$ cat src/verilog/ctw_map.svh
`ifndef CTW_MAP_SVH
`define CTW_MAP_SVH

// ==========================================================================
// Register offsets on the software port
`define CTW_ADDR_W          4
`define CTW_DATA_W          32
`define CTW_OFS_STATUS      4'h0
`define CTW_OFS_CLEAR       4'h4
`define CTW_OFS_BUFFER      4'h8
`define CTW_OFS_MODE        4'hC

// ==========================================================================
// Status and clear field positions
`define CTW_BIT_TW_INT      0
`define CTW_BIT_KREQ        1
`define CTW_BIT_KREL        2
`define CTW_BIT_ONLINE      3
`define CTW_BIT_LAMP        4
`define CTW_BIT_BUSY        5
`define CTW_BIT_MODE_TOGGLE 0

// ==========================================================================
// Instruction opcodes (octal 02, 66, 01)
`define CTW_OP_WRITE_CHAR   6'h02
`define CTW_OP_ARM_KEYBOARD 6'h36
`define CTW_OP_READ_CHAR    6'h01

// ==========================================================================
// Character code points for format control
`define CTW_CH_CR_LF        6'h13
`define CTW_CH_BELL         6'h23
`define CTW_CH_TAB          6'h2E
`define CTW_CH_FORM_FEED    6'h3E

// ==========================================================================
// Reset values
`define CTW_RST_ONLINE      1'b1
`define CTW_RST_LAMP        1'b0
`define CTW_RST_CHAR        6'h00

// ==========================================================================
// Timing: ten characters per second on a 200 MHz clock
`define CTW_CLK_MHZ         200
`define CTW_PRINT_TIME_US   100000
`define CTW_PRINT_CYCLES    (`CTW_PRINT_TIME_US * `CTW_CLK_MHZ)

`endif

$ cat src/verilog/ctw_pkg.sv
package ctw_pkg;

  // ========================================================================
  // Types shared by the console typewriter port
  typedef logic [5:0] ctw_char_t;

  // Instruction presented by the processor control unit for one cycle
  typedef struct packed {
    logic        valid;     // One-cycle issue strobe
    logic [5:0]  opcode;    // Operation code
    logic [1:0]  char_sel;  // Instruction bits 11-12
    logic [23:0] mem_word;  // Indexed memory word, bits 1-24
    logic [24:0] ar_value;  // Designated arithmetic register, bits 1-25
  } ctw_instr_s;

  // Result handed back to the control unit
  typedef struct packed {
    logic        done;      // One-cycle answer strobe
    logic [1:0]  cc_step;   // Control counter increment
    logic        ar_we;     // Arithmetic register write
    logic [24:0] ar_data;   // New register value
  } ctw_result_s;

  // Print cycle state
  typedef enum logic [0:0] {
    CTW_PR_IDLE = 1'b0,
    CTW_PR_BUSY = 1'b1
  } ctw_print_e;

endpackage : ctw_pkg

$ cat src/verilog/ctw_port.sv
// Added by the designer: the register addresses and strobed register access.
`include "ctw_map.svh"

module ctw_port
  import ctw_pkg::*;
#(
  parameter int PRINT_CYCLES = `CTW_PRINT_CYCLES
) (
  input  wire logic                   ref_clk,
  input  wire logic                   rst,
  // Processor instruction port
  input  wire ctw_instr_s             instr,
  output ctw_result_s                 result,
  // Software register port
  input  wire logic [`CTW_ADDR_W-1:0] reg_addr,
  input  wire logic [`CTW_DATA_W-1:0] reg_wdata,
  input  wire logic                   reg_wr,
  input  wire logic                   reg_rd,
  output logic      [`CTW_DATA_W-1:0] reg_rdata,
  // Console keyboard and buttons (asynchronous pins)
  input  wire logic                   key_press,
  input  wire logic [5:0]             key_code,
  input  wire logic                   kbd_request_btn,
  input  wire logic                   kbd_release_btn,
  input  wire logic                   online_btn,
  // Typewriter mechanism and console lamps
  output logic                        type_fire,
  output logic [5:0]                  type_char,
  output logic                        kbd_active_lamp,
  output logic                        online_lamp,
  output logic                        contingency_irq
);

  // ========================================================================
  // Helper functions

  // Select one six-bit character of a memory word
  function automatic ctw_char_t pick_char(input logic [23:0] word, input logic [1:0] sel);
    ctw_char_t c;
    c = word[5:0];
    unique case (sel)
      2'h0: c = word[5:0];
      2'h1: c = word[11:6];
      2'h2: c = word[17:12];
      2'h3: c = word[23:18];
    endcase
    return c;
  endfunction : pick_char

  // Add a character into bits 1-6 of a register, no carry beyond bit 6
  function automatic logic [24:0] add_char(input logic [24:0] ar, input ctw_char_t ch);
    logic [5:0] low;
    logic [5:0] res;
    low    = {1'b0, ar[4:0]} + {1'b0, ch[4:0]};
    res    = low;
    res[5] = low[5] ? 1'b1 : (ar[5] ^ ch[5]);
    return {ar[24:6], res};
  endfunction : add_char

  // Zone part of a character
  function automatic logic [1:0] zone_of(input ctw_char_t ch);
    return ch[5:4];
  endfunction : zone_of

  // ========================================================================
  // Pin synchronisers

  // Stable pin levels and their press edges
  logic [3:0] pin_level;
  logic [3:0] pin_rise;
  logic [5:0] code_level;

  ctw_sync #(
    .W (4)
  ) u_btn_sync (
    .ref_clk (ref_clk),
    .rst     (rst),
    .pin_in  ({online_btn, kbd_release_btn, kbd_request_btn, key_press}),
    .level   (pin_level),
    .rise    (pin_rise)
  );

  // Key code lines take the same two stages, so code and strobe line up
  ctw_sync #(
    .W (6)
  ) u_code_sync (
    .ref_clk (ref_clk),
    .rst     (rst),
    .pin_in  (key_code),
    .level   (code_level),
    .rise    ()
  );

  // Press events of the four console pins
  logic key_ev;
  logic req_ev;
  logic rel_ev;
  logic mode_ev;

  // Press events from the stable stage
  assign key_ev  = pin_rise[0];
  assign req_ev  = pin_rise[1];
  assign rel_ev  = pin_rise[2];
  assign mode_ev = pin_rise[3];

  // ========================================================================
  // Instruction decode

  // Decoded one-cycle instruction strobes
  logic is_write;
  logic is_arm;
  logic is_read;
  logic sw_toggle;

  assign is_write = instr.valid && (instr.opcode == `CTW_OP_WRITE_CHAR);
  assign is_arm   = instr.valid && (instr.opcode == `CTW_OP_ARM_KEYBOARD);
  assign is_read  = instr.valid && (instr.opcode == `CTW_OP_READ_CHAR);

  // ========================================================================
  // Register port decode

  // Software clear strobe and mode toggle
  logic wr_clear;
  logic [`CTW_DATA_W-1:0] clr_bits;

  assign wr_clear  = reg_wr && (reg_addr == `CTW_OFS_CLEAR);
  assign sw_toggle = reg_wr && (reg_addr == `CTW_OFS_MODE) && reg_wdata[`CTW_BIT_MODE_TOGGLE];
  assign clr_bits  = wr_clear ? reg_wdata : '0;

  // ========================================================================
  // State

  // Mode, lamp, buffer and the three indicators
  logic        online_q;
  logic        lamp_q;
  ctw_char_t   buf_q;
  logic        tw_int_q;
  logic        kreq_q;
  logic        krel_q;
  logic        print_start;
  logic        print_busy;
  logic        print_done;
  logic        key_accept;

  // Online key press accepted only while the keyboard is armed
  assign key_accept  = key_ev && online_q && lamp_q;
  assign print_start = is_write && online_q;

  // ========================================================================
  // Print cycle timer

  // A write during a running print cycle restarts it
  ctw_print_timer #(
    .CYCLES (PRINT_CYCLES)
  ) u_print_timer (
    .ref_clk (ref_clk),
    .rst     (rst),
    .start   (print_start),
    .busy    (print_busy),
    .done    (print_done)
  );

  // ========================================================================
  // Online/offline mode; console button or software toggle
  always_ff @(posedge ref_clk) begin
    if (rst) begin
      online_q <= `CTW_RST_ONLINE;
    end else if (mode_ev ^ sw_toggle) begin
      online_q <= ~online_q;
    end
  end

  // ========================================================================
  // Keyboard active lamp; arm wins over a same-cycle key or release
  always_ff @(posedge ref_clk) begin
    if (rst) begin
      lamp_q <= `CTW_RST_LAMP;
    end else if (is_arm) begin
      lamp_q <= 1'b1;
    end else if (key_accept || (rel_ev && online_q)) begin
      lamp_q <= 1'b0;
    end
  end

  // ========================================================================
  // Character buffer, shared by input and output
  always_ff @(posedge ref_clk) begin
    if (rst) begin
      buf_q <= `CTW_RST_CHAR;
    end else if (print_start) begin
      buf_q <= pick_char(instr.mem_word, instr.char_sel);
    end else if (key_accept) begin
      buf_q <= code_level;
    end
  end

  // ========================================================================
  // Typewriter interrupt indicator; a set beats a clear in the same cycle
  always_ff @(posedge ref_clk) begin
    if (rst) begin
      tw_int_q <= 1'b0;
    end else if (key_accept || (print_done && online_q)) begin
      tw_int_q <= 1'b1;
    end else if (clr_bits[`CTW_BIT_TW_INT]) begin
      tw_int_q <= 1'b0;
    end
  end

  // ========================================================================
  // Keyboard request indicator
  always_ff @(posedge ref_clk) begin
    if (rst) begin
      kreq_q <= 1'b0;
    end else if (req_ev && online_q) begin
      kreq_q <= 1'b1;
    end else if (clr_bits[`CTW_BIT_KREQ]) begin
      kreq_q <= 1'b0;
    end
  end

  // ========================================================================
  // Keyboard release indicator
  always_ff @(posedge ref_clk) begin
    if (rst) begin
      krel_q <= 1'b0;
    end else if (rel_ev && online_q) begin
      krel_q <= 1'b1;
    end else if (clr_bits[`CTW_BIT_KREL]) begin
      krel_q <= 1'b0;
    end
  end

  // ========================================================================
  // Answer to the control unit, one cycle after the instruction
  always_ff @(posedge ref_clk) begin
    if (rst) begin
      result <= '0;
    end else begin
      result.done    <= is_write || is_arm || is_read;
      result.ar_we   <= is_read;
      result.ar_data <= is_read ? add_char(instr.ar_value, buf_q) : '0;
      if (is_write) begin
        result.cc_step <= online_q ? 2'h2 : 2'h1;
      end else if (is_arm || is_read) begin
        result.cc_step <= 2'h1;
      end else begin
        result.cc_step <= 2'h0;
      end
    end
  end

  // ========================================================================
  // Drive to the typewriter mechanism
  always_ff @(posedge ref_clk) begin
    if (rst) begin
      type_fire <= 1'b0;
      type_char <= `CTW_RST_CHAR;
    end else if (print_start) begin
      type_fire <= 1'b1;
      type_char <= pick_char(instr.mem_word, instr.char_sel);
    end else if (key_ev && !online_q) begin
      type_fire <= 1'b1;
      type_char <= code_level;
    end else begin
      type_fire <= 1'b0;
    end
  end

  // ========================================================================
  // Lamps and contingency request
  always_ff @(posedge ref_clk) begin
    if (rst) begin
      kbd_active_lamp <= `CTW_RST_LAMP;
      online_lamp     <= `CTW_RST_ONLINE;
      contingency_irq <= 1'b0;
    end else begin
      kbd_active_lamp <= lamp_q;
      online_lamp     <= online_q;
      contingency_irq <= tw_int_q | kreq_q | krel_q;
    end
  end

  // ========================================================================
  // Register read data, valid in the cycle after the read strobe
  logic [`CTW_DATA_W-1:0] rd_mux;

  always_comb begin
    rd_mux = '0;
    unique case (reg_addr)
      `CTW_OFS_STATUS: begin
        rd_mux[`CTW_BIT_TW_INT] = tw_int_q;
        rd_mux[`CTW_BIT_KREQ]   = kreq_q;
        rd_mux[`CTW_BIT_KREL]   = krel_q;
        rd_mux[`CTW_BIT_ONLINE] = online_q;
        rd_mux[`CTW_BIT_LAMP]   = lamp_q;
        rd_mux[`CTW_BIT_BUSY]   = print_busy;
      end
      `CTW_OFS_BUFFER: begin
        rd_mux[5:0] = buf_q;
        rd_mux[9:8] = zone_of(buf_q);
      end
      `CTW_OFS_MODE: begin
        rd_mux[`CTW_BIT_MODE_TOGGLE] = online_q;
      end
      default: begin
        rd_mux = '0;
      end
    endcase
  end

  // Read data stands only in the cycle after the strobe
  always_ff @(posedge ref_clk) begin
    if (rst) begin
      reg_rdata <= '0;
    end else begin
      reg_rdata <= reg_rd ? rd_mux : '0;
    end
  end

endmodule : ctw_port

$ cat src/verilog/ctw_print_timer.sv
module ctw_print_timer
  import ctw_pkg::*;
#(
  parameter int CYCLES = 20000000
) (
  input  wire logic ref_clk,
  input  wire logic rst,
  input  wire logic start,
  output logic      busy,
  output logic      done
);

  localparam int CW = $clog2(CYCLES + 1);

  ctw_print_e    state_q;
  logic [CW-1:0] count_q;
  logic          done_q;

  // ========================================================================
  // One print cycle lasts CYCLES clocks; a new start restarts it
  always_ff @(posedge ref_clk) begin
    if (rst) begin
      state_q <= CTW_PR_IDLE;
      count_q <= '0;
      done_q  <= 1'b0;
    end else begin
      done_q <= 1'b0;
      if (start) begin
        state_q <= CTW_PR_BUSY;
        count_q <= CW'(CYCLES - 1);
      end else begin
        unique case (state_q)
          CTW_PR_IDLE: begin
            count_q <= '0;
          end
          CTW_PR_BUSY: begin
            if (count_q == '0) begin
              state_q <= CTW_PR_IDLE;
              done_q  <= 1'b1;
            end else begin
              count_q <= count_q - CW'(1);
            end
          end
        endcase
      end
    end
  end

  assign busy = (state_q == CTW_PR_BUSY);
  assign done = done_q;

endmodule : ctw_print_timer

$ cat src/verilog/ctw_sync.sv
module ctw_sync
  import ctw_pkg::*;
#(
  parameter int W = 1
) (
  input  wire logic         ref_clk,
  input  wire logic         rst,
  input  wire logic [W-1:0] pin_in,
  output logic      [W-1:0] level,
  output logic      [W-1:0] rise
);

  logic [W-1:0] meta_q;
  logic [W-1:0] stab_q;
  logic [W-1:0] prev_q;

  // ========================================================================
  // Two-stage synchroniser; only the second stage feeds logic
  always_ff @(posedge ref_clk) begin
    if (rst) begin
      meta_q <= '0;
      stab_q <= '0;
      prev_q <= '0;
    end else begin
      meta_q <= pin_in;
      stab_q <= meta_q;
      prev_q <= stab_q;
    end
  end

  // Level and press edge taken from the stable stage
  assign level = stab_q;
  assign rise  = stab_q & ~prev_q;

endmodule : ctw_sync
$ cat config.mk
export PLATFORM = sky130hd
export DESIGN_NAME = ctw_port
export DESIGN_NICKNAME = d
export VERILOG_FILES = /design/src/verilog/ctw_pkg.sv /design/src/verilog/ctw_port.sv /design/src/verilog/ctw_print_timer.sv /design/src/verilog/ctw_sync.sv
export VERILOG_INCLUDE_DIRS = /design/src /design/src/verilog
export SDC_FILE = /design/constraint.sdc
export NUM_CORES = 1
export LEC_CHECK = 0
export BUFFER_PORTS_ARGS = -buffer_cell sky130_fd_sc_hd__buf_4
export CAP_MARGIN = 20
export CORE_MARGIN = 5
export CORE_UTILIZATION = 44
export DETAILED_ROUTE_END_ITERATION = 7
export PLACE_DENSITY_LB_ADDON = 0.1
export SLEW_MARGIN = 15
export SYNTH_ARGS = -nofsm -noshare
export SYNTH_HDL_FRONTEND = slang
export SYNTH_HIERARCHICAL = 1
export SYNTH_SLANG_ARGS = --single-unit
$ cat constraint.sdc
create_clock -name ref_clk -period 2.7 [get_ports ref_clk]
set_input_delay 0.405 -clock ref_clk [delete_from_list [all_inputs] [get_ports ref_clk]]
set_output_delay 0.405 -clock ref_clk [all_outputs]
set_load 0.01 [all_outputs]
==> summary.md, run 1 <==
| Metric | Value |
|---|---|
| Critical path startpoint | `u_print_timer/count_q[10]$_SDFFE_PP0P_` |
| Floorplan row count | `37` |
| Req. time, crit path | `2.99 ns` |
| Die Span X | `111.4 um` |
| R2r setup slk | `0.26 ns` |
| Final Hold Violating Endpoints | `0` |
| Slew HR | `0.5386` |
| Grt met1 use | `0.2394` |
| Cell count along the critical path | `5` |
| Post-DP HPWL | `8.597 mm` |
| Global-route wire length before repair | `17.90 mm` |
| RSZ-0062 raised after global routing | `false` |
| Post-Syn Area per Cell | `9.714 um2` |
| Status | `complete, no violations` |
| Syn-to-layout area delta | `26.34%` |
| Worst R2R End | `u_print_timer/count_q[19]$_SDFFE_PP0P_` |
| Measured slew at the worst slew-check pin | `0.6846 ns` |
| Via Count | `3636` |
| VDD IR max | `0.0002568 V` |
| Max-cap violations | `0` |
| Die Y | `111.4 um` |
| Mapped Cells | `466` |
| Setup TNS | `0 ns` |
| Leak | `2.570 nW` |
| CP max-delay cell | `or4_4` |
| Crit start category | `flop` |
| CTS resizes | `0` |
| CP endpoint | `u_print_timer/count_q[19]$_SDFFE_PP0P_` |
| Largest net degree at the start of global routing | `33` |
| Worst-path clk slew | `0.11 ns` |
| Slew Limit Fails | `0` |
| Worst Setup End Kind | `flop` |
| Total Power | `2.838 mW` |
| Fin crit share | `0.9039` |
| TritonCTS Buffers | `9` |
| GR Overflow Total | `0` |
| Synth Cell Area | `4527 um2` |
| # H-tree levels | `3` |
| Met2 usage | `0.2859` |
| CTS Buffer Depth | `2` |
| Hold slack | `0.2309 ns` |
| DRC viols | `0` |
| Worst-skew pair later-pin latency | `0.37 ns` |
| CTS tree | `yes` |
| Hold buffer count at cts | `0` |
| Layout cells sized above 1 | `0.3038` |
| Core Area | `10180 um2` |
| Initial Util | `0.4445` |
| Post-Route WL | `10.99 mm` |
| Yosys warns | `6` |
| Routed Antenna Nets | `0` |
| Cells on worst reg2reg path | `5` |
| Clock sinks | `109` |
| Final Critical Period | `2.441 ns` |
| CP arrival | `2.73 ns` |
| CP Cell Sequence | `or4_4 > or4_4 > or4_1 > or3_1 > a21oi_1` |
| Die footprint | `12420 um2` |
| Crit path buffers/inverters | `0` |
| Met3 GRT Util | `0.04620` |
| CP Max Fanout | `5` |
| Ant diodes | `0` |
| Crit-path most repeated cell | `or4_4` |
| Setup violations, final | `0` |
| Power density over the cells | `496.2 nW/um2` |
| Worst Path Class, Setup | `flop to flop` |
| Initial antenna violation count | `0` |
| Final net count | `709` |
| R2R Path Start | `u_print_timer/count_q[10]$_SDFFE_PP0P_` |
| Post-CTS setup buffer count | `0` |
| CP top delay family | `simple AND/OR/NAND/NOR gates` |
| Most common cell after layout, fill and taps aside | `buf_4` |
| Commonest non-fill, non-tap cells in the layout | `buf_4, dfxtp_1, nor2_1` |
| I/O pin total | `179` |
| Gr busiest metal | `met2` |
| Vias per inst | `4.947` |
| IO buf count | `125` |
| CP peak stage delay | `0.58 ns` |
| Fmax achieved | `0.4097 GHz` |
| 1st-iter DRT viols | `193` |
| Min-Delay Path Class | `input port to flop` |
| Detailed Routing Iterations Pass 1 | `4` |
| WL/cell | `14.95 um` |
| Vias in the first global route | `3523` |
| Root Driver | `clkbuf_8` |
| Clock skew | `0.01596 ns` |
| Tot GR Track Use | `0.1766` |
| Routability-driven placement congestion ratio | `0.8806` |
## how the worst min path moves through the flow
stage | end | cells after the start | start | slack (ns)
final | u_code_sync/meta_q[5]$_SDFF_PP0_ | 2 | key_code[5] | 0.23
after global routing | u_code_sync/meta_q[5]$_SDFF_PP0_ | 2 | key_code[5] | 0.20
after CTS | u_code_sync/meta_q[5]$_SDFF_PP0_ | 2 | key_code[5] | 0.22
after detailed placement | u_code_sync/level[5]$_SDFF_PP0_ | 1 | u_code_sync/meta_q[5]$_SDFF_PP0_ | 0.42
after global placement | u_btn_sync/level[1]$_SDFF_PP0_ | 1 | u_btn_sync/meta_q[1]$_SDFF_PP0_ | 0.42
after floorplan | u_code_sync/level[5]$_SDFF_PP0_ | 1 | u_code_sync/meta_q[5]$_SDFF_PP0_ | 0.41
## cell type report
type,count,area (um2)
Clock inverter,6,55.05
Timing Repair Buffer,135,1013
Clock buffer,10,137.6
Fill cell,943,4466
Multi-Input combinational cell,322,2097
Tap cell,136,170.2
Inverter,17,63.81
Sequential cell,109,2182
## per-layer routing
metal | vias up | share of wire
met5 | - | 0
met4 | 0 | 0.0067
met3 | 6 | 0.064
met2 | 121 | 0.46
met1 | 1697 | 0.47
li1 | 1812 | -
## per-stage QoR
stage	worst slack, ns	std cells	util	area (um2)
3_5_place_dp	0.2779	719	0.5426	5527
3_3_place_gp	0.2848	719	0.5426	5527
4_1_cts	0.2683	735	0.5615	5719
6_report	0.2594	735	0.5615	5719
5_1_grt	0.08196	735	0.5615	5719
2_1_floorplan	0.1067	489	-	4614
## sequential cells by signal, summed over array words and instances, names as in the netlist
name / flops
reg_rdata: 8
u_btn_sync/meta_q: 4
result: 29
u_print_timer/busy: 1
krel_q: 1
u_code_sync/level: 6
u_btn_sync/prev_q: 4
kreq_q: 1
kbd_active_lamp: 1
online_q: 1
type_char: 6
tw_int_q: 1
contingency_irq: 1
lamp_q: 1
u_print_timer/count_q: 25
online_lamp: 1
u_btn_sync/level: 4
buf_q: 6
type_fire: 1
u_code_sync/meta_q: 6
u_print_timer/done: 1
## power breakdown
part	leakage (nW)	internal [mW]	switching (mW)
combinational	1.59	0.142	0.112
sequential	0.883	1.63	0.0106
clock	0.0925	0.377	0.565
Note: power is estimated with default switching activity, not from simulation.
==> run 2, diff against run 1 <==
--- a/config.mk
+++ b/config.mk
@@ -6,7 +6,7 @@
 export SDC_FILE = /design/constraint.sdc
 export NUM_CORES = 1
 export LEC_CHECK = 0
-export BUFFER_PORTS_ARGS = -buffer_cell sky130_fd_sc_hd__buf_4
+export BUFFER_PORTS_ARGS = -buffer_cell sky130_fd_sc_hd__buf_2
 export CAP_MARGIN = 20
 export CORE_MARGIN = 5
 export CORE_UTILIZATION = 44
==> summary.md, run 2 (same netlist as run 1, synthesis figures left out) <==
| Metric | Value |
|---|---|
| Status | `complete, no violations` |
| Max-cap violations | `0 (unchanged)` |
| Top Registers | `result (29), u_print_timer/count_q (25), reg_rdata (8)` |
| Crit start category | `flop` |
| Commonest non-fill, non-tap cells in the layout | `buf_2, dfxtp_1, nor2_1` |
| Clock sinks | `109 (unchanged)` |
| Syn-to-layout area delta | `20.59%` |
| DRC viols | `0 (unchanged)` |
| Core Area | `10180 um2 (unchanged)` |
| Tot GR Track Use | `0.1750 (-0.001578)` |
| Slew HR | `0.5426 (+0.004038)` |
| Pre-CTS setup slack | `0.2620 ns (-0.01585 ns)` |
| Min-Delay Path Class | `input port to flop` |
| Final Critical Period | `2.459 ns (+0.01831 ns)` |
| Hold slack | `0.2264 ns (-0.004460 ns)` |
| Req. time, crit path | `2.99 ns (about the same)` |
| Sw Ratio | `0.2369 (-0.005652)` |
| Post-CTS setup buffer count | `0 (unchanged)` |
| WL/cell | `14.86 um (-0.56%)` |
| Most flop-heavy register | `result` |
| Leak | `2.535 nW (-1.4%)` |
| Vias in the first global route | `3495 (-0.79%)` |
| Reg power frac | `0.550 (-0.028)` |
| Clock power frac | `0.376 (+0.044)` |
| TritonCTS Buffers | `9 (unchanged)` |
| Power density over the cells | `547.0 nW/um2 (+10%)` |
| # fillers | `969 (+2.8%)` |
| Internal power | `2.279 mW (+6.0%)` |
| Largest net degree at the start of global routing | `54 (+64%)` |
| Floorplan row count | `37 (unchanged)` |
| Ant diodes | `0 (unchanged)` |
| Area post-placement | `5229 um2 (-5.4%)` |
| Worst-path clk slew | `0.11 ns (about the same)` |
| Most common cell after layout, fill and taps aside | `buf_2` |
| Routed Antenna Nets | `0 (unchanged)` |
| Global-route wire length before repair | `17.75 mm (-0.85%)` |
| IO buf count | `125 (unchanged)` |
| Clock skew | `0.007180 ns (-0.008782 ns)` |
| Die footprint | `12420 um2 (unchanged)` |
| Max reg flops | `29 (unchanged)` |
| Final net count | `711 (+0.28%)` |
| Worst Path Class, Setup | `flop to flop` |
| Worst-skew pair later-pin latency | `0.37 ns (about the same)` |
| Slew Limit Fails | `0 (unchanged)` |
| CP Max Fanout | `5 (unchanged)` |
| Initial antenna violation count | `0 (unchanged)` |
| Fin crit share | `0.9107 (+0.006781)` |
| Setup violations, final | `0 (unchanged)` |
| GR Overflow Total | `0 (unchanged)` |
| Initial Util | `0.4445 (unchanged)` |
| Vias per inst | `4.957 (+0.19%)` |
| Post-DP HPWL | `8.298 mm (-3.5%)` |
| Design area | `5459 um2 (-4.6%)` |
| # H-tree levels | `3 (unchanged)` |
| Hold buffer count at cts | `0 (unchanged)` |
| CTS Buffer Depth | `2 (unchanged)` |
| PnR worst setup slack | `0.2411 ns (-0.01831 ns)` |
| Non-Filler Instances | `737 (+0.27%)` |
| Post-Route WL | `10.95 mm (-0.29%)` |
| R2r setup slk | `0.24 ns (-0.02 ns)` |
| I/O pin total | `179 (unchanged)` |
| Die Y | `111.4 um (unchanged)` |
| Via Count | `3653 (+0.47%)` |
| Fmax achieved | `0.4067 GHz (-0.74%)` |
| 1st-iter DRT viols | `212 (+9.8%)` |
| CP arrival | `2.75 ns (+0.02 ns)` |
| Routability-driven placement congestion ratio | `0.8570 (-2.7%)` |
| Combinational share of power | `0.075 (-0.015)` |
| Die Span X | `111.4 um (unchanged)` |
| CTS resizes | `0 (unchanged)` |
| Post-Place Cells | `721 (+0.28%)` |
| Layout cells sized above 1 | `0.3062 (+0.002317)` |
| RSZ-0062 raised after global routing | `false` |
| Measured slew at the worst slew-check pin | `0.6786 ns (-0.005992 ns)` |
| VDD IR max | `0.0002280 V (-11%)` |
| Setup TNS | `0 ns (unchanged)` |
| Psw | `0.7074 mW (+2.8%)` |
| Worst Setup End Kind | `flop` |
| Root Driver | `clkbuf_8` |
| CTS tree | `yes` |
| Detailed Routing Iterations Pass 1 | `6 (+2)` |
| Final Hold Violating Endpoints | `0 (unchanged)` |
run 2: changes by cell type in the layout (fill, tap and decap cells not counted), sizes merged:
cell,before,now
buf,135,137
bufinv,0,2
clkinv,2,0
clkbuf,10,9
inv,19,20
run 2: metrics by stage:
step | util | power (mW)
4_1_cts | 0.5360 | 3.021
6_report | 0.5360 | 2.986
5_1_grt | 0.5360 | 3.115
2_1_floorplan | - | 1.833
3_5_place_dp | 0.5134 | 1.901
3_3_place_gp | 0.5134 | 1.898
run 2: final cells by class:
| cell class | count | area [um2] | share of cell area |
|---|---|---|---|
| clock inverter | 7 | 106.4 | 0.01948 |
| multi-input combinational | 322 | 2097 | 0.3841 |
| tap | 136 | 170.2 | 0.03117 |
| inverter | 17 | 63.81 | 0.01169 |
| sequential | 109 | 2182 | 0.3997 |
| clock buffer | 9 | 123.9 | 0.02269 |
| timing repair buffer | 137 | 715.7 | 0.1311 |
run 2: worst max-delay path: stages (launching register included):
cell     delay (ns)
dfxtp_1        0.36
or4_4          0.58
or4_4          0.51
or4_1          0.48
or3_1          0.31
a21oi_1        0.13
run 2: path summary, 6_finish.rpt:
| check | from | to | cells past startpoint |
|---|---|---|---|
| worst max-delay path | u_print_timer/count_q[10]$_SDFFE_PP0P_ | u_print_timer/count_q[19]$_SDFFE_PP0P_ | 5 |
| worst min register to register | u_btn_sync/meta_q[1]$_SDFF_PP0_ | u_btn_sync/level[1]$_SDFF_PP0_ | 1 |
| worst min-delay path | key_code[5] | u_code_sync/meta_q[5]$_SDFF_PP0_ | 2 |
| worst max register to register | u_print_timer/count_q[10]$_SDFFE_PP0P_ | u_print_timer/count_q[19]$_SDFFE_PP0P_ | 5 |
run 2: power groups by stage:
stage / sequential (mW) / clock [mW] / combinational (mW)
after global placement: 1.68 / 0 / 0.220
final: 1.64 / 1.12 / 0.223
after global routing: 1.64 / 1.22 / 0.247
after CTS: 1.64 / 1.16 / 0.224
after floorplan: 1.68 / 0 / 0.156
after detailed placement: 1.68 / 0 / 0.222
run 2: layer usage:
metal,vias up,track usage,wire length [um]
li1,1823,-,-
met1,1686,0.2337,5032
met4,0,0.04704,126
met3,11,0.04565,748
met2,133,0.2827,5047
met5,-,0,0
==> run 3, diff against run 2 <==
--- a/config.mk
+++ b/config.mk
@@ -9,7 +9,8 @@
 export BUFFER_PORTS_ARGS = -buffer_cell sky130_fd_sc_hd__buf_2
 export CAP_MARGIN = 20
 export CORE_MARGIN = 5
-export CORE_UTILIZATION = 44
+export CORE_UTILIZATION = 46
+export CTS_BUF_LIST = sky130_fd_sc_hd__clkbuf_4
 export DETAILED_ROUTE_END_ITERATION = 7
 export PLACE_DENSITY_LB_ADDON = 0.1
 export SLEW_MARGIN = 15
@@ -17,3 +18,4 @@
 export SYNTH_HDL_FRONTEND = slang
 export SYNTH_HIERARCHICAL = 1
 export SYNTH_SLANG_ARGS = --single-unit
+export TNS_END_PERCENT = 1
==> constraint.sdc (replaced) <==
create_clock -name ref_clk -period 2.7 [get_ports ref_clk]
set_input_delay 0.405 -clock ref_clk [delete_from_list [all_inputs] [get_ports ref_clk]]
set_output_delay 0.405 -clock ref_clk [all_outputs]
set_load 0.05 [all_outputs]
==> summary.md, run 3 (same netlist as run 1, synthesis figures left out) <==
| Metric | Value |
|---|---|
| Fin crit share | `0.9067 (-0.003991)` |
| Initial Util | `0.4674 (+0.02297)` |
| Worst-skew pair later-pin latency | `0.45 ns (+0.08 ns)` |
| Largest net degree at the start of global routing | `22 (-59%)` |
| Ant diodes | `0 (unchanged)` |
| PnR worst setup slack | `0.2519 ns (+0.01078 ns)` |
| GR Overflow Total | `0 (unchanged)` |
| Setup TNS | `0 ns (unchanged)` |
| Via Count | `3649 (-0.11%)` |
| Commonest non-fill, non-tap cells in the layout | `buf_2, dfxtp_1, nor2_1` |
| Clock skew | `0.02357 ns (+0.01639 ns)` |
| Setup violations, final | `0 (unchanged)` |
| Post-CTS setup buffer count | `0 (unchanged)` |
| CP Max Fanout | `5 (unchanged)` |
| Clock power frac | `0.331 (-0.045)` |
| Psw | `0.7537 mW (+6.6%)` |
| Cells on worst reg2reg path | `5 (unchanged)` |
| Max reg flops | `29 (unchanged)` |
| Initial antenna violation count | `0 (unchanged)` |
| Sw Ratio | `0.2602 (+0.02334)` |
| Most common cell after layout, fill and taps aside | `buf_2` |
| Final Hold Violating Endpoints | `0 (unchanged)` |
| Core Area | `9684 um2 (-4.9%)` |
| R2r setup slk | `0.25 ns (about the same)` |
| Final Critical Period | `2.448 ns (-0.01078 ns)` |
| Slew Limit Fails | `0 (unchanged)` |
| # fillers | `855 (-12%)` |
| Clock sinks | `109 (unchanged)` |
| Worst Setup End Kind | `flop` |
| Power density over the cells | `535.0 nW/um2 (-2.2%)` |
| 1st-iter DRT viols | `181 (-15%)` |
| Routability-driven placement congestion ratio | `0.8929 (+4.2%)` |
| Fmax achieved | `0.4085 GHz (+0.44%)` |
| Non-Filler Instances | `735 (-0.27%)` |
| Design area | `5414 um2 (-0.83%)` |
| Min-Delay Path Class | `input port to flop` |
| Max-cap violations | `0 (unchanged)` |
| Internal power | `2.143 mW (-6.0%)` |
| CTS Buffer Depth | `2 (unchanged)` |
| Syn-to-layout area delta | `19.60%` |
| VDD IR max | `0.0002992 V (+31%)` |
| Detailed Routing Iterations Pass 1 | `5 (-1)` |
| Combinational share of power | `0.101 (+0.026)` |
| TritonCTS Buffers | `9 (unchanged)` |
| Hold path cells | `2 (unchanged)` |
| Crit start category | `flop` |
| Area post-placement | `5233 um2 (about the same)` |
| Post-Place Cells | `719 (-0.28%)` |
| Measured slew at the worst slew-check pin | `0.7268 ns (+0.04822 ns)` |
| Top Registers | `result (29), u_print_timer/count_q (25), reg_rdata (8)` |
| Die footprint | `11920 um2 (-4.0%)` |
| Vias in the first global route | `3434 (-1.7%)` |
| CTS resizes | `0 (unchanged)` |
| IO buf count | `125 (unchanged)` |
| Die Y | `109.2 um (-2.0%)` |
| Root Driver | `clkbuf_4` |
| Layout cells sized above 1 | `0.3073 (+0.001153)` |
| Worst-path clk slew | `0.18 ns (+0.07 ns)` |
| Hold slack | `0.1368 ns (-0.08969 ns)` |
| Final net count | `712 (+0.14%)` |
| Leak | `2.525 nW (-0.37%)` |
| Hold buffer count at cts | `0 (unchanged)` |
| Die Span X | `109.2 um (-2.0%)` |
| Post-DP HPWL | `7.960 mm (-4.1%)` |
| Global-route wire length before repair | `16.37 mm (-7.7%)` |
| CTS tree | `yes` |
| I/O pin total | `179 (unchanged)` |
| RSZ-0062 raised after global routing | `false` |
| Routed Antenna Nets | `0 (unchanged)` |
| Most flop-heavy register | `result` |
| CP arrival | `2.83 ns (+0.08 ns)` |
| Vias per inst | `4.965 (+0.16%)` |
| Status | `complete, no violations` |
| WL/cell | `14.09 um (-5.2%)` |
| DRC viols | `0 (unchanged)` |
| Post-Route WL | `10.35 mm (-5.5%)` |
| # H-tree levels | `3 (unchanged)` |
| Floorplan row count | `36 (-2.7%)` |
| Tot GR Track Use | `0.1737 (-0.001362)` |
| Pre-CTS setup slack | `0.2601 ns (-0.001940 ns)` |
| Reg power frac | `0.568 (+0.018)` |
| Worst Path Class, Setup | `flop to flop` |
| Slew HR | `0.5113 (-0.03134)` |
| Req. time, crit path | `3.09 ns (+0.10 ns)` |
[run 3: cell count changes in the layout (fill, tap and decap cells not counted), sizes merged]
| cell | delta |
|---|---|
| clkinv | +2 |
| clkinvlp | -2 |
| buf | +1 |
[run 3: worst max-delay path: stages, from the launching register on]
cell	delay, ns
dfxtp_1	0.37
or4_4	0.58
or4_4	0.51
or4_1	0.48
or3_1	0.31
a21oi_1	0.13
[run 3: per-layer routing]
layer	global-route usage	wire, um	vias up
met5	0	0	-
met4	0.03295	78	0
met3	0.05565	983	8
met2	0.2706	4549	141
met1	0.2387	4742	1672
li1	-	-	1828
[run 3: metrics by stage]
stage	utilization	power [mW]
after floorplan	-	1.904
after global placement	0.5403	1.965
after detailed placement	0.5403	1.970
after CTS	0.5590	2.933
after global routing	0.5590	3.036
final	0.5590	2.897
[run 3: worst paths after layout]
| check | from | end |
|---|---|---|
| worst max-delay path | u_print_timer/count_q[10]$_SDFFE_PP0P_ | u_print_timer/count_q[19]$_SDFFE_PP0P_ |
| worst min-delay path | instr[22] | result[22]$_SDFF_PP0_ |
| worst max register to register | u_print_timer/count_q[10]$_SDFFE_PP0P_ | u_print_timer/count_q[19]$_SDFFE_PP0P_ |
| worst min register to register | u_code_sync/meta_q[5]$_SDFF_PP0_ | u_code_sync/level[5]$_SDFF_PP0_ |
[run 3: cell type report]
| cell class | instances | area [um2] | area share |
|---|---|---|---|
| multi-input cells | 322 | 2097 | 0.3873 |
| clock inverters | 7 | 113.9 | 0.02103 |
| well taps | 133 | 166.4 | 0.03074 |
| flip-flops and latches | 109 | 2182 | 0.4031 |
| clock buffers | 9 | 67.56 | 0.01248 |
| repair buffers | 138 | 723.2 | 0.1336 |
| inverters | 17 | 63.81 | 0.01179 |
[run 3: power by group through the flow]
stage / clock network (mW) / logic [mW] / registers (mW)
2_1_floorplan: 0 / 0.215 / 1.69
3_3_place_gp: 0 / 0.286 / 1.68
3_5_place_dp: 0 / 0.290 / 1.68
4_1_cts: 0.996 / 0.291 / 1.65
5_1_grt: 1.07 / 0.317 / 1.65
6_report: 0.960 / 0.291 / 1.65
